<file path="config.mk">
export PLATFORM = sky130hd
export DESIGN_NAME = dmx_arbiter
export DESIGN_NICKNAME = d
export VERILOG_FILES = /design/src/dmx_pkg.sv /design/src/dmx_arbiter.sv /design/src/dmx_we_decoder.sv
export VERILOG_INCLUDE_DIRS = /design/src
export SDC_FILE = /design/constraint.sdc
export NUM_CORES = 1
export LEC_CHECK = 0
export CORE_MARGIN = 2
export CORE_UTILIZATION = 47
export DETAILED_ROUTE_END_ITERATION = 6
export DONT_BUFFER_PORTS = 1
export PLACE_DENSITY = 0.63
export SLEW_MARGIN = 10
export SYNTH_ARGS = -nofsm -noshare
export SYNTH_HDL_FRONTEND = slang
export SYNTH_SLANG_ARGS = --single-unit
export TNS_END_PERCENT = 10
</file>
<file path="constraint.sdc">
create_clock -name CLOCK_I -period 3.2 [get_ports CLOCK_I]
set_input_delay 0.32 -clock CLOCK_I [delete_from_list [all_inputs] [get_ports CLOCK_I]]
set_output_delay 0.32 -clock CLOCK_I [all_outputs]
set_load 0.02 [all_outputs]
</file>
<file path="src/dmx_cfg.svh">
`ifndef DMX_CFG_SVH
`define DMX_CFG_SVH
`define DMX_CLK_PERIOD_NS 50
`define DMX_PH_LAST 3'h7
`define DMX_PH_LOW_LAST 3'h3
`define DMX_PH_HOST_WR 3'h1
`define DMX_PH_READ0 3'h4
`define DMX_PH_READ1 3'h6
`define DMX_ZOOM_REF_MIN 3'h3
`define DMX_PLANES 4
`define DMX_RAMS_PER_PLANE 4
`define DMX_ADDR_W 16
`define DMX_MA_W 14
`define DMX_PIX_W 9
`endif

</file>
<file path="src/dmx_pkg.sv">
package dmx_pkg;
  typedef enum logic [1:0] {DMX_IDLE, DMX_WAIT, DMX_GRANT} dmx_arb_e;
  typedef struct packed {
    logic [8:0] y;
    logic [8:0] x;
  } dmx_pix_s;
  typedef struct packed {
    logic [7:0] col;
    logic [7:0] row;
  } dmx_addr_s;
endpackage : dmx_pkg

</file>
<file path="src/dmx_arbiter.sv">
// How it works
// - Address mux follows the timing controller, switching to X/Y only during grant.
// - Refresh reads happen in cell clock high phase; their data is latched except during grab/preset.
// - External accesses wait for the cell clock low phase, then get granted.
// - Grant is triggered by select strobe trailing edge or vector write request with the vector write flag set.
// - Overflow outside a DMA transfer suppresses the grant, so no external access happens.
// - Overflow is never flagged while a DMA transfer is running.
// - Writes enabled by timed strobe for grab/preset, synced host write otherwise.
// - Sixteen active-low write lines, RAM picked by the two pixel low bits on synced host writes, all four RAMs on the timed strobe.
// - A low plane allow line blocks every write to that plane.
// - Refresh row bits zero to three and seven come from the low part of the controller address.
// - Row bits four to six pick scan line bits by Y zoom.
// - At large X zoom an extra cycle follows each refresh read, force bits high.
// - With 64K RAMs row bit seven and column bit two swap places.
// - Cell clock steps once per eight divided clock ticks, clock divided by X zoom plus one.
// - Two reads per high phase, column select low then high.
`timescale 1ns/10ps
`default_nettype none
`include "dmx_cfg.svh"
module dmx_arbiter import dmx_pkg::*; #(
  parameter int PLANES = `DMX_PLANES,
  parameter logic [2:0] ZOOM_REF_MIN = `DMX_ZOOM_REF_MIN
) (
  input wire logic CLOCK_I,
  input wire logic RST_N_I,
  input wire logic [2:0] XZOOM_I,
  input wire logic [1:0] YZOOM_I,
  input wire logic RAM64K_I,
  input wire logic MEM_OP_I,
  input wire logic [`DMX_MA_W-1:0] CRTC_ADDR_I,
  input wire logic [4:0] SCAN_LINE_COUNT_I,
  input wire dmx_pix_s PIXEL_ADDR_I,
  input wire logic HOST_SEL_N_I,
  input wire logic HOST_WR_N_I,
  input wire logic VECTOR_WRITE_REQUEST_N_I,
  input wire logic VECTOR_WRITE_FLAG_I,
  input wire logic X_OVF_I,
  input wire logic Y_OVF_I,
  input wire logic DMA_ACTIVE_I,
  input wire logic [PLANES-1:0] PLANE_ALLOW_I,
  input wire logic [PLANES*4-1:0] DISP_DATA_I,
  output logic CELL_CLOCK_O,
  output logic COL_SEL_O,
  output logic DISP_READ_O,
  output logic EXTRA_REFRESH_O,
  output logic [PLANES*4-1:0] DISP_LATCH0_O,
  output logic [PLANES*4-1:0] DISP_LATCH1_O,
  output dmx_addr_s MEM_ADDR_O,
  output logic BUS_ACCESS_GRANT_O,
  output logic OVERFLOW_N_A_O,
  output logic XFER_ACK_O,
  output logic TIMED_WRITE_STROBE_N_O,
  output logic SYNCED_HOST_WRITE_N_O,
  output logic [PLANES*4-1:0] RAM_WRITE_LINES_O
);
  // ---------------------------------------------------------------
  // Reset release and pin synchronisers
  // ---------------------------------------------------------------
  logic rst_meta_r, rst_n_r;
  logic [6:0] sync1_r, sync2_r;
  logic sel_prev_r, vec_prev_r;
  logic sel_s, wr_s, vreq_s, vflag_s, ovf_s, dma_s;

  always_ff @(posedge CLOCK_I or negedge RST_N_I) begin
    if (!RST_N_I) begin
      rst_meta_r <= 1'b0;
      rst_n_r <= 1'b0;
    end else begin
      rst_meta_r <= 1'b1;
      rst_n_r <= rst_meta_r;
    end
  end

  always_ff @(posedge CLOCK_I or negedge rst_n_r) begin
    if (!rst_n_r) begin
      sync1_r <= 7'h0f;
      sync2_r <= 7'h0f;
      sel_prev_r <= 1'b1;
      vec_prev_r <= 1'b0;
    end else begin
      sync1_r <= {X_OVF_I | Y_OVF_I, DMA_ACTIVE_I, VECTOR_WRITE_FLAG_I, 1'b0,
                  VECTOR_WRITE_REQUEST_N_I, HOST_WR_N_I, HOST_SEL_N_I};
      sync2_r <= sync1_r;
      sel_prev_r <= sel_s;
      vec_prev_r <= ~vreq_s & vflag_s;
    end
  end

  assign sel_s = sync2_r[0];
  assign wr_s = sync2_r[1];
  assign vreq_s = sync2_r[2];
  assign vflag_s = sync2_r[4];
  assign dma_s = sync2_r[5];
  assign ovf_s = sync2_r[6];

  // ---------------------------------------------------------------
  // Cell clock timing
  // ---------------------------------------------------------------
  logic [2:0] div_cnt_r, phase_r;
  logic tick;

  assign tick = (div_cnt_r == XZOOM_I);

  always_ff @(posedge CLOCK_I or negedge rst_n_r) begin
    if (!rst_n_r) begin
      div_cnt_r <= 3'h0;
      phase_r <= 3'h0;
    end else begin
      div_cnt_r <= tick ? 3'h0 : div_cnt_r + 3'h1;
      if (tick) begin
        phase_r <= phase_r + 3'h1;
      end
    end
  end

  logic high_phase, large_zoom, extra_cyc, read_slot;
  assign high_phase = phase_r[2];
  assign large_zoom = (XZOOM_I >= ZOOM_REF_MIN);
  assign read_slot = high_phase && !phase_r[0];
  assign extra_cyc = high_phase && phase_r[0] && large_zoom;
  assign CELL_CLOCK_O = high_phase;
  assign COL_SEL_O = high_phase & phase_r[1];
  assign DISP_READ_O = read_slot && (div_cnt_r == 3'h0);
  assign EXTRA_REFRESH_O = extra_cyc && (div_cnt_r == 3'h0);

  always_ff @(posedge CLOCK_I or negedge rst_n_r) begin
    if (!rst_n_r) begin
      DISP_LATCH0_O <= '0;
      DISP_LATCH1_O <= '0;
    end else if (DISP_READ_O && !MEM_OP_I) begin
      if (phase_r[1]) begin
        DISP_LATCH1_O <= DISP_DATA_I;
      end else begin
        DISP_LATCH0_O <= DISP_DATA_I;
      end
    end
  end

  // ---------------------------------------------------------------
  // External access arbitration
  // ---------------------------------------------------------------
  dmx_arb_e state_r;
  logic req_wr_r, trigger, low_start, low_end, overflow_n_a;

  assign trigger = (sel_s && !sel_prev_r) || (!vreq_s && vflag_s && !vec_prev_r);
  assign low_start = tick && (phase_r == `DMX_PH_LAST);
  assign low_end = tick && (phase_r == `DMX_PH_LOW_LAST);
  assign overflow_n_a = ovf_s && !dma_s;
  assign OVERFLOW_N_A_O = ~overflow_n_a;

  always_ff @(posedge CLOCK_I or negedge rst_n_r) begin
    if (!rst_n_r) begin
      state_r <= DMX_IDLE;
    end else begin
      case (state_r)
        DMX_IDLE: begin
          if (trigger) begin
            state_r <= DMX_WAIT;
          end
        end
        DMX_WAIT: begin
          if (low_start) begin
            state_r <= overflow_n_a ? DMX_IDLE : DMX_GRANT;
          end
        end
        DMX_GRANT: begin
          if (low_end) begin
            state_r <= DMX_IDLE;
          end
        end
        default: begin
          state_r <= DMX_IDLE;
        end
      endcase
    end
  end

  always_ff @(posedge CLOCK_I or negedge rst_n_r) begin
    if (!rst_n_r) begin
      req_wr_r <= 1'b0;
    end else if (state_r == DMX_IDLE && trigger) begin
      req_wr_r <= !(sel_s && !sel_prev_r) || !wr_s;
    end
  end

  always_ff @(posedge CLOCK_I or negedge rst_n_r) begin
    if (!rst_n_r) begin
      XFER_ACK_O <= 1'b0;
    end else begin
      XFER_ACK_O <= (state_r == DMX_GRANT && low_end) || (state_r == DMX_WAIT && low_start && overflow_n_a);
    end
  end

  assign BUS_ACCESS_GRANT_O = (state_r == DMX_GRANT);

  // ---------------------------------------------------------------
  // Address formation
  // ---------------------------------------------------------------
  function automatic logic [2:0] dmx_scan_bits(input logic [4:0] ra, input logic [1:0] yz);
    logic [2:0] b;
    b = 3'h0;
    case (yz)
      2'h0: b = ra[2:0];
      2'h1: b = ra[3:1];
      default: b = ra[4:2];
    endcase
    return b;
  endfunction : dmx_scan_bits

  dmx_addr_s ref_addr, ext_addr;
  logic force_ref;

  always_comb begin
    force_ref = extra_cyc;
    ref_addr.row = {CRTC_ADDR_I[4], dmx_scan_bits(SCAN_LINE_COUNT_I, YZOOM_I), CRTC_ADDR_I[3:0]};
    ref_addr.col = {CRTC_ADDR_I[11:7], CRTC_ADDR_I[6] | force_ref, CRTC_ADDR_I[5] | force_ref, COL_SEL_O};
    if (RAM64K_I) begin
      ref_addr.row[7] = CRTC_ADDR_I[6] | force_ref;
      ref_addr.col[2] = CRTC_ADDR_I[4];
    end
    ext_addr.row = PIXEL_ADDR_I.y[7:0];
    ext_addr.col = {PIXEL_ADDR_I.y[8], PIXEL_ADDR_I.x[8:2]};
  end

  always_ff @(posedge CLOCK_I or negedge rst_n_r) begin
    if (!rst_n_r) begin
      MEM_ADDR_O <= '0;
    end else begin
      MEM_ADDR_O <= BUS_ACCESS_GRANT_O ? ext_addr : ref_addr;
    end
  end

  // ---------------------------------------------------------------
  // Write enables
  // ---------------------------------------------------------------
  // write strobe sources
  assign TIMED_WRITE_STROBE_N_O = ~(MEM_OP_I && read_slot && !BUS_ACCESS_GRANT_O);
  assign SYNCED_HOST_WRITE_N_O = ~(BUS_ACCESS_GRANT_O && req_wr_r && phase_r == `DMX_PH_HOST_WR);

  dmx_we_decoder #(.PLANES(PLANES)) u_we (
    .clk_i(CLOCK_I),
    .rst_n_i(rst_n_r),
    .enable_n_i(TIMED_WRITE_STROBE_N_O & SYNCED_HOST_WRITE_N_O),
    .all_rams_i(!SYNCED_HOST_WRITE_N_O ? 1'b0 : 1'b1),
    .pixel_low_bit_zero_i(PIXEL_ADDR_I.x[0]),
    .pixel_low_bit_one_i(PIXEL_ADDR_I.x[1]),
    .plane_allow_i(PLANE_ALLOW_I),
    .ram_write_lines_o(RAM_WRITE_LINES_O)
  );

  // ---------------------------------------------------------------
  // Checks
  // ---------------------------------------------------------------
  AST_GRANT_LOW: assert property (@(posedge CLOCK_I) disable iff (!rst_n_r)
    BUS_ACCESS_GRANT_O |-> !CELL_CLOCK_O) else $error("grant outside low phase");
  AST_GRANT_START: assert property (@(posedge CLOCK_I) disable iff (!rst_n_r)
    $rose(BUS_ACCESS_GRANT_O) |-> phase_r == 3'h0 && $past(phase_r) == 3'h7) else $error("grant late");
  AST_NO_OVERFLOW_N_A_GRANT: assert property (@(posedge CLOCK_I) disable iff (!rst_n_r)
    (state_r == DMX_WAIT && low_start && overflow_n_a) |=> !BUS_ACCESS_GRANT_O) else $error("grant despite overflow");
  AST_DMA_NO_OVF: assert property (@(posedge CLOCK_I) disable iff (!rst_n_r)
    dma_s |-> OVERFLOW_N_A_O) else $error("overflow during dma");
  AST_TRIGGER: assert property (@(posedge CLOCK_I) disable iff (!rst_n_r)
    (state_r == DMX_IDLE && sel_s && !sel_prev_r) |=> state_r == DMX_WAIT) else $error("trigger lost");
  AST_ACK_AFTER: assert property (@(posedge CLOCK_I) disable iff (!rst_n_r)
    (BUS_ACCESS_GRANT_O && low_end) |=> XFER_ACK_O && !BUS_ACCESS_GRANT_O) else $error("ack missing");
  AST_MUX_EXT: assert property (@(posedge CLOCK_I) disable iff (!rst_n_r)
    BUS_ACCESS_GRANT_O |=> MEM_ADDR_O.row == $past(PIXEL_ADDR_I.y[7:0])) else $error("mux not external");
  AST_READ_HIGH: assert property (@(posedge CLOCK_I) disable iff (!rst_n_r)
    DISP_READ_O |-> CELL_CLOCK_O && (COL_SEL_O == phase_r[1])) else $error("read outside high phase");
  AST_WR_PLANE: assert property (@(posedge CLOCK_I) disable iff (!rst_n_r)
    !PLANE_ALLOW_I[0] |=> RAM_WRITE_LINES_O[3:0] == 4'hf) else $error("blocked plane written");
  AST_CELL_PERIOD: assert property (@(posedge CLOCK_I) disable iff (!rst_n_r)
    ($rose(CELL_CLOCK_O) && XZOOM_I == 3'h0 && $past(XZOOM_I, 8) == 3'h0 && $past(XZOOM_I, 16) == 3'h0 &&
     $past(rst_n_r, 16)) |-> (!$past(CELL_CLOCK_O, 4) && $past(CELL_CLOCK_O, 5) && $past(CELL_CLOCK_O, 8) &&
     !$past(CELL_CLOCK_O, 9)))
    else $error("cell clock period wrong");
endmodule : dmx_arbiter
`default_nettype wire

</file>
<file path="src/dmx_we_decoder.sv">
`timescale 1ns/10ps
`default_nettype none
`include "dmx_cfg.svh"
module dmx_we_decoder import dmx_pkg::*; #(
  parameter int PLANES = `DMX_PLANES
) (
  input wire logic clk_i,
  input wire logic rst_n_i,
  input wire logic enable_n_i,
  input wire logic all_rams_i,
  input wire logic pixel_low_bit_zero_i,
  input wire logic pixel_low_bit_one_i,
  input wire logic [PLANES-1:0] plane_allow_i,
  output logic [PLANES*4-1:0] ram_write_lines_o
);
  logic [PLANES*4-1:0] lines_nxt;

  always_comb begin
    lines_nxt = '1;
    for (int p = 0; p < PLANES; p++) begin
      for (int r = 0; r < 4; r++) begin
        if (!enable_n_i && plane_allow_i[p] &&
            (all_rams_i || (r == {30'h0, pixel_low_bit_one_i, pixel_low_bit_zero_i}))) begin
          lines_nxt[p*4+r] = 1'b0;
        end
      end
    end
  end

  always_ff @(posedge clk_i or negedge rst_n_i) begin
    if (!rst_n_i) begin
      ram_write_lines_o <= '1;
    end else begin
      ram_write_lines_o <= lines_nxt;
    end
  end
endmodule : dmx_we_decoder
`default_nettype wire

</file>
==> impl_metrics.yaml, run 1 <==
clock_network:
  clockRootBuffer: "clkbuf_8"
  cts_tree: "done"
  post-cts-setup-buffer-count: 0
  numCtsBuffers: 9
  htreeDepth: 3
  worstSkewPairLatency_ps: 350
  clock_sinks: 90
  cts.clk_slew.worst_paths_ps: 90
  clock_path_buffers: 2
timing:
  rsz0062_at_grt: "no"
  slew_viol_final: 0
  fin_crit_ps: 2730
  slew_headroom_pct: 28.3
  max_freq_mhz: 366
  fin_skew_ps: 17.4
  worst_slew_pin_slew_ps: 1080
  hold_viol: 0
  period_share_pct: 85.4
  finalSetupTns_ps: 0
  setup_viol: 0
setup_path:
  reg2reg_from: "state_r[0]"
  worst_setup_path_start_kind: "register"
  endpoint_kind: "output port"
  crit_type: "reg2out"
  critPathMaxFanout: 21
  cp.arrival_ps: 2410
  critPathSlowestCell: "nor3_2"
  max_stage_delay_ps: 700
  cp-startpoint: "state_r[0]"
  cp.required_ps: 2880
  path_cells: "nand2b_1 -> buf_4 -> inv_2 -> nor3_2 -> inv_1"
logic_synthesis:
  synth_top_cells_by_area: "dfrtp_1 (47%), dfstp_2 (17%), mux2_4 (8.3%)"
  yosysTopAreaCellShare_pct: 46.5
  ys.flop_type: "dfrtp_1"
  ys.warnings.count: 0
  ys_seq_area_share_pct: 63.3
  yosysTopAreaCell: "dfrtp_1"
  yosysMostFrequentCell: "dfrtp_1"
  synth_seq_cells: 90
  ys_types: 40
  ys_top_cells_by_count: "dfrtp_1 (67), nand2_1 (38), dfstp_2 (23), o21ai_0 (23), mux2_4 (20)"
  synthesis.nets: 347
  synthArstFlopShare_pct: 100
  syn_avg_cell_area_um2: 13.4
  syn_area_mm2: 0.00360
  synth_cells: 268
  synth_edf_count: 0
final_layout:
  antennaDiodeCount: 0
  drive_above_1_share_pct: 29.6
  nFillCells: 612
  nNetsFinal: 358
  syn_to_final_growth_pct: 9.76
floorplan:
  num_rows: 31
  die_w_um: 91.5
  core-area_mm2: 0.00733
  initial_utilization_pct: 49.1
  dieArea_mm2: 0.00838
  boundaryPins: 146
  die_h_um: 91.5
routing:
  wl_met2_um: 3370
  drtPass1Iterations: 4
  ant_nets: 0
  wl_met3_um: 584
  drt_iter0_drc: 44
  totalWireLength_um: 6810
  drcViolationCount: 0
  vias: 2014
  avgViaCountPerCell: 5.26
  met1_length_um: 2750
  post_drt_wl_per_cell_um: 17.8
  maxUsedRoutingLayer: "met4"
power_and_ir_drop:
  p_leak_nw: 1.84
  internal-power_mw: 2.25
  seq_power_share_pct: 58.7
  switchingPower_mw: 1.32
  irDropWorstVdd_v: 0.000399
  combPwrFrac_pct: 19.5
  pwr_density_cell_mw_per_mm2: 902
  power_mw: 3.57
  clkPwrFrac_pct: 21.8
  swShare_pct: 36.9
outcome:
  outcome: "finished, final reports clean"
global_route:
  grt_pass1_vias: 2156
  gr-usage-all-layers_pct: 16.7
  grt_remaining_overflow: 0
  grt_first_pass_wirelength_um: 11000
  antenna_found_initial: 0
  grt_max_degree: 89
hold_path:
  min_from: "PLANE_ALLOW_I[3]"
  hold_path.class: "in2reg"
place:
  place_congestion: 0.751
  port_buffers: 0
  dp_hpwl_um: 4800
run:
  maxCapViolations: 0
[kinds of logic after synthesis]
| logic type | Yosys count | synth area share, % |
|---|---|---|
| XOR/XNOR | 5 | 1.22 |
| other | 1 | 0.104 |
| AO/OA/AOI/OAI | 34 | 5.38 |
| buffers and inverters | 18 | 2.40 |
| AND/OR/NAND/NOR | 74 | 11.1 |
| adder cells (fa/ha/maj) | 6 | 2.08 |
| flip-flops | 90 | 63.3 |
| multiplexers | 40 | 14.4 |
[worst max-delay path, delay by kind of cell, from the launching register on]
kind	cells	cell delay [ps]
buffers and inverters	3	780
and+or+nand+nor	2	830
DFF	1	450
[final timing paths]
check	end	cells after the start	slack, ps
min	u_we.ram_write_lines_o[12]	1	30
max reg2reg	u_we.ram_write_lines_o[7]	5	1080
max	TIMED_WRITE_STROBE_N_O	5	470
min in group asynchronous	rst_n_r	1	210
max in group asynchronous	MEM_ADDR_O[14]	0	1990
min reg2reg	rst_n_r	0	350
[cell type report]
cell class                      instances  area, um2  area share, %
Clock inverter                          7       77.6           1.96
Tap cell                               99        124           3.13
Timing Repair Buffer                    7       67.6           1.71
Clock buffer                            9        124           3.13
Sequential cell                        90       2280           57.8
Multi-Input combinational cell        160       1230           31.2
Inverter                               11       41.3           1.04
[power by group through the flow]
stage          Combinational, mW  Clock, mW  Sequential (mW)
4_1_cts                    0.707      0.799             2.10
6_report                   0.695      0.778             2.09
3_5_place_dp               0.694          0             2.13
3_3_place_gp               0.674          0             2.12
2_1_floorplan              0.608          0             2.03
5_1_grt                    0.779      0.844             2.14
[metal layers]
metal  vias to the layer above  global-route usage (%)
li1                        922                       -
met1                       994                    19.7
met2                        87                    27.9
met3                        11                    6.22
met4                         0                    5.81
met5                         -                       0
[flip-flops by register name (all words and copies together), names as in the netlist, 2 cells and up]
register / cells
DISP_LATCH0_O: 16
DISP_LATCH1_O: 16
MEM_ADDR_O: 16
div_cnt_r: 3
phase_r: 3
state_r: 2
sync1_r: 6
sync2_r: 6
u_we.ram_write_lines_o: 16
[per-stage QoR]
step	cell area [um2]	util (%)	worst slack [ps]	std cells	hold WS (ps)
floorplan	3600	-	548	268	24.4
global placement	3690	50.4	856	361	24.5
detailed placement	3690	50.4	834	361	24.5
CTS	3950	53.9	452	383	19.3
global route	3950	53.9	212	383	18.4
finish	3950	53.9	466	383	34.9
[layout by cell type (no fill, tap or decap), drive strengths merged, types with 2 or more instances in the layout]
cell	n
clkbuf	9
nor3	3
mux2i	5
and2	4
inv	13
nand3b	2
nand2b	2
clkinv	4
a211oi	2
o21ai	23
dfrtp	67
or2	3
nand2	38
dfstp	23
nor2b	4
a21oi	4
nor2	7
dlygate4sd3	6
nor4	2
nor3b	4
mux2	35
ha	6
xnor2	4
[what timing repair did]
item,in CTS,in global routing
gates resized for setup,0,0
hold endpoints to repair,7,0
hold buffers,6,0
Power figures use the tool's default switching activity.
==> run 2: changes to the inputs <==
--- a/config.mk
+++ b/config.mk
@@ -7,10 +7,10 @@
 export NUM_CORES = 1
 export LEC_CHECK = 0
 export CORE_MARGIN = 2
-export CORE_UTILIZATION = 47
+export CORE_UTILIZATION = 60
 export DETAILED_ROUTE_END_ITERATION = 6
 export DONT_BUFFER_PORTS = 1
-export PLACE_DENSITY = 0.63
+export PLACE_DENSITY = 0.77
 export SLEW_MARGIN = 10
 export SYNTH_ARGS = -nofsm -noshare
 export SYNTH_HDL_FRONTEND = slang
==> impl_metrics.yaml, run 2 (synthesized netlist as in run 1, its figures left out) <==
outcome:
  outcome: "finished, final reports clean"
floorplan:
  dieArea_mm2: 0.00664
  initial_utilization_pct: 61.6
  boundaryPins: 146
  die_w_um: 81.5
  core-area_mm2: 0.00585
  die_h_um: 81.5
  num_rows: 28
clock_network:
  cts_tree: "done"
  cts.clk_slew.worst_paths_ps: 90
  ctsResizeCount: 0
  worstSkewPairLatency_ps: 350
  clock_path_buffers: 2
  cts_hold_buf: 6
  numCtsBuffers: 9
  clockRootBuffer: "clkbuf_8"
  clock_sinks: 90
  post-cts-setup-buffer-count: 0
  htreeDepth: 3
final_layout:
  antennaDiodeCount: 0
  mostFrequentLayoutCells: "dfrtp_1 (66), nand2_1 (38), o21ai_0 (23), dfstp_2 (23), mux2_4 (20)"
  syn_to_final_growth_pct: 8.30
  final_common_cell: "dfrtp_1"
  nNetsFinal: 358
  drive_above_1_share_pct: 29.9
timing:
  hold_viol: 0
  setup_ws_ps: 486
  whs_ps: 28.3
  slew_viol_final: 0
  setup_viol: 0
  worst_slew_pin_slew_ps: 1080
  max_freq_mhz: 368
  period_share_pct: 84.8
  fin_crit_ps: 2710
  fin_skew_ps: 12.6
  slew_headroom_pct: 28.1
  rsz0062_at_grt: "no"
  finalSetupTns_ps: 0
power_and_ir_drop:
  swShare_pct: 37.4
  irDropWorstVdd_v: 0.000537
  switchingPower_mw: 1.31
  clkPwrFrac_pct: 20.0
  power_mw: 3.49
  p_leak_nw: 1.84
  combPwrFrac_pct: 20.1
  seq_power_share_pct: 59.9
  pwr_density_cell_mw_per_mm2: 896
  internal-power_mw: 2.19
setup_path:
  rr_worst_depth: 5
  cp.required_ps: 2880
  reg2reg_from: "state_r[0]"
  crit_type: "reg2out"
  endpoint_kind: "output port"
  worst_setup_path_start_kind: "register"
  cp.arrival_ps: 2390
  critPathMaxFanout: 21
  rrSetupSlack_ps: 1060
  r2r-end: "u_we.ram_write_lines_o[3]"
global_route:
  gr-usage-all-layers_pct: 20.9
  gr-usage-met1_pct: 26.5
  grt_remaining_overflow: 0
  use_met3_pct: 6.70
  antenna_found_initial: 0
  grt_pass1_vias: 2104
  grt_first_pass_wirelength_um: 10200
  top_usage_layer: "met2"
  grt_max_degree: 89
  met2_usage_pct: 32.6
routing:
  post_drt_wl_per_cell_um: 18.8
  avgViaCountPerCell: 5.73
  totalWireLength_um: 6770
  drtPass1Iterations: 4
  ant_nets: 0
  drt_iter0_drc: 126
  vias: 2057
  drcViolationCount: 0
hold_path:
  whs_endpoint: "u_we.ram_write_lines_o[12]"
  min_from: "PLANE_ALLOW_I[3]"
  hold_path.class: "in2reg"
  worstHoldPathCells: 1
place:
  place_congestion: 0.751
  place_ws_ps: 858
  port_buffers: 0
  dp_hpwl_um: 4650
run:
  maxCapViolations: 0
==> run 2: worst max path at each step <==
stage | from | end | slack, ps | cells past startpoint
2_1_floorplan | rst_n_r | DISP_LATCH0_O[0] | 550 | 0
4_1_cts | state_r[0] | TIMED_WRITE_STROBE_N_O | 470 | 5
6_report | state_r[0] | TIMED_WRITE_STROBE_N_O | 490 | 5
3_3_place_gp | state_r[0] | TIMED_WRITE_STROBE_N_O | 920 | 5
5_1_grt | state_r[0] | TIMED_WRITE_STROBE_N_O | 300 | 5
3_5_place_dp | state_r[0] | TIMED_WRITE_STROBE_N_O | 860 | 5
==> run 2: power groups by stage <==
stage          logic [mW]  registers (mW)  clock network [mW]
2_1_floorplan       0.608            2.03                   0
3_3_place_gp        0.668            2.11                   0
3_5_place_dp        0.697            2.12                   0
4_1_cts             0.710            2.10               0.713
5_1_grt             0.783            2.14               0.765
6_report            0.703            2.09               0.698
==> run 2: through the flow <==
step	utilization, %	area [um2]	cells
after floorplan	-	3600	268
after global placement	62.6	3660	337
after detailed placement	62.6	3660	337
after CTS	66.7	3900	359
after global routing	66.7	3900	359
final	66.7	3900	359
==> run 2: final cells by class <==
type / count / area [um2]
clock buffers: 10 / 138
repair buffers: 7 / 67.6
flip-flops and latches: 90 / 2280
well taps: 75 / 93.8
fillers: 406 / 1950
inverters: 11 / 41.3
clock inverters: 6 / 41.3
multi-input cells: 160 / 1230
==> run 2: routing by layer <==
metal	vias up	routed length, um
li1	925	-
met1	1034	2620
met2	85	3370
met3	13	630
met4	0	144
met5	-	0
==> run 2: worst max-delay path: stages, from the launching register on <==
cell	delay [ps]
dfrtp_1	430
nand2b_1	130
buf_4	270
inv_2	250
nor3_2	690
inv_1	280
==> run 3: changes to the inputs <==
==> constraint.sdc (replaced) <==
create_clock -name CLOCK_I -period 2.6 [get_ports CLOCK_I]
set_input_delay 0.26 -clock CLOCK_I [delete_from_list [all_inputs] [get_ports CLOCK_I]]
set_output_delay 0.26 -clock CLOCK_I [all_outputs]
set_load 0.02 [all_outputs]
==> impl_metrics.yaml, run 3 (synthesized netlist as in run 1, its figures left out) <==
timing:
  fin_skew_ps: 11.3
  setup_ws_ps: 290
  max_freq_mhz: 433
  fin_crit_ps: 2310
  worst_slew_pin_slew_ps: 720
  finalSetupTns_ps: 0
  rsz0062_at_grt: "no"
  period_share_pct: 88.8
  hold_viol: 0
  setup_viol: 0
  slew_viol_final: 0
  slew_headroom_pct: 52.0
final_layout:
  mostFrequentLayoutCells: "dfrtp_1 (66), nand2_1 (38), o21ai_0 (23), dfstp_2 (23), mux2_4 (20)"
  nNetsFinal: 368
  antennaDiodeCount: 0
  fin_area_mm2: 0.00400
  drive_above_1_share_pct: 30.6
  nFillCells: 421
  final_common_cell: "dfrtp_1"
  syn_to_final_growth_pct: 11.1
  instances_no_fill: 369
global_route:
  grt_remaining_overflow: 0
  grt_max_degree: 48
  grt_pass1_vias: 2126
  gr-usage-all-layers_pct: 21.9
  antenna_found_initial: 0
  grt_first_pass_wirelength_um: 10600
place:
  place_congestion: 0.785
  placed_area_mm2: 0.00372
  dp_hpwl_um: 4950
  placed_cells: 343
  place_ws_ps: 666
  port_buffers: 0
routing:
  drt_iter0_drc: 57
  drcViolationCount: 0
  vias: 2122
  ant_nets: 0
  post_drt_wl_per_cell_um: 19.1
  totalWireLength_um: 7050
  avgViaCountPerCell: 5.75
  drtPass1Iterations: 4
power_and_ir_drop:
  pwr_density_cell_mw_per_mm2: 1090
  p_leak_nw: 1.89
  irDropWorstVdd_v: 0.000700
clock_network:
  worstSkewPairLatency_ps: 350
  cts_tree: "done"
  htreeDepth: 3
  cts.clk_slew.worst_paths_ps: 90
  post-cts-setup-buffer-count: 0
  numCtsBuffers: 9
  clockRootBuffer: "clkbuf_8"
  clock_sinks: 90
  clock_path_buffers: 2
floorplan:
  core-area_mm2: 0.00585
  num_rows: 28
  die_w_um: 81.5
  boundaryPins: 146
  initial_utilization_pct: 61.6
  dieArea_mm2: 0.00664
  die_h_um: 81.5
setup_path:
  worst_setup_path_start_kind: "register"
  rrSetupSlack_ps: 620
  cp.required_ps: 2340
  crit_type: "reg2out"
  cp.arrival_ps: 2050
  rr_worst_depth: 3
  endpoint_kind: "output port"
  critPathMaxFanout: 17
hold_path:
  worstHoldPathCells: 2
  hold_path.class: "in2reg"
outcome:
  outcome: "finished, final reports clean"
run:
  maxCapViolations: 0
-- run 3: cell count changes in the layout (fill, tap and decap cells not counted) --
cell           previous run  this run
clkbuf_8                 10        11
clkinvlp_4                0         1
clkinv_2                  3         2
inv_6                     1         0
buf_12                    0         1
clkbuf_1                  0         1
clkinv_4                  2         1
dlygate4sd3_1             6        10
buf_4                     1         6
-- run 3: what timing repair did --
item                      in CTS  in global routing
hold endpoints to repair      22                  0
resized for setup              0                  0
hold buffers                  10                  0
-- run 3: worst max-delay path, cell delays in order, from the launching register on --
cell and delay (ps):
dfrtp_1 430, nand2b_1 600, inv_2 80, nor3_2 170
buf_4 210, inv_1 60, buf_4 150
-- run 3: path summary, 6_finish.rpt --
check / start / to
worst max-delay path: state_r[0] / TIMED_WRITE_STROBE_N_O
worst min-delay path: PIXEL_ADDR_I[5] / MEM_ADDR_O[11]
worst max register to register: state_r[0] / u_we.ram_write_lines_o[1]
worst min register to register: rst_n_r / DISP_LATCH0_O[1]
max in group asynchronous: rst_n_r / sel_prev_r
min in group asynchronous: RST_N_I / rst_n_r
-- run 3: per-layer routing --
layer	wire length [um]	GRT usage, %	vias up
li1	-	-	941
met1	2680	27.3	1055
met3	745	7.03	12
met2	3490	34.3	114
met5	0	0	-
met4	137	11.2	0
-- run 3: metrics by stage --
stage                     hold slack [ps]  utilization (%)  total power [mW]
after floorplan                     -35.6                -              3.25
final                                19.4             68.4              4.35
after global placement              -35.5             63.6              3.45
after global routing                 3.42             68.4              4.60
after detailed placement            -35.5             63.6              3.51
after CTS                            4.29             68.4              4.39
-- run 3: layout make-up --
cell class                      count  area (um2)  area share [%]
Inverter                           11        41.3            1.03
Sequential cell                    90        2280            57.1
Multi-Input combinational cell    160        1230            30.9
Clock buffer                       12         155            3.88
Tap cell                           75        93.8            2.35
Clock inverter                      4        26.3           0.657
Timing Repair Buffer               17         165            4.13
-- run 3: power by group --
part,total (mW),leakage (nW),switching (mW),internal [mW]
Clock,0.860,0.0924,0.461,0.399
Sequential,2.54,1.06,0.710,1.83
Combinational,0.945,0.734,0.429,0.517
Total,4.35,1.89,1.60,2.75
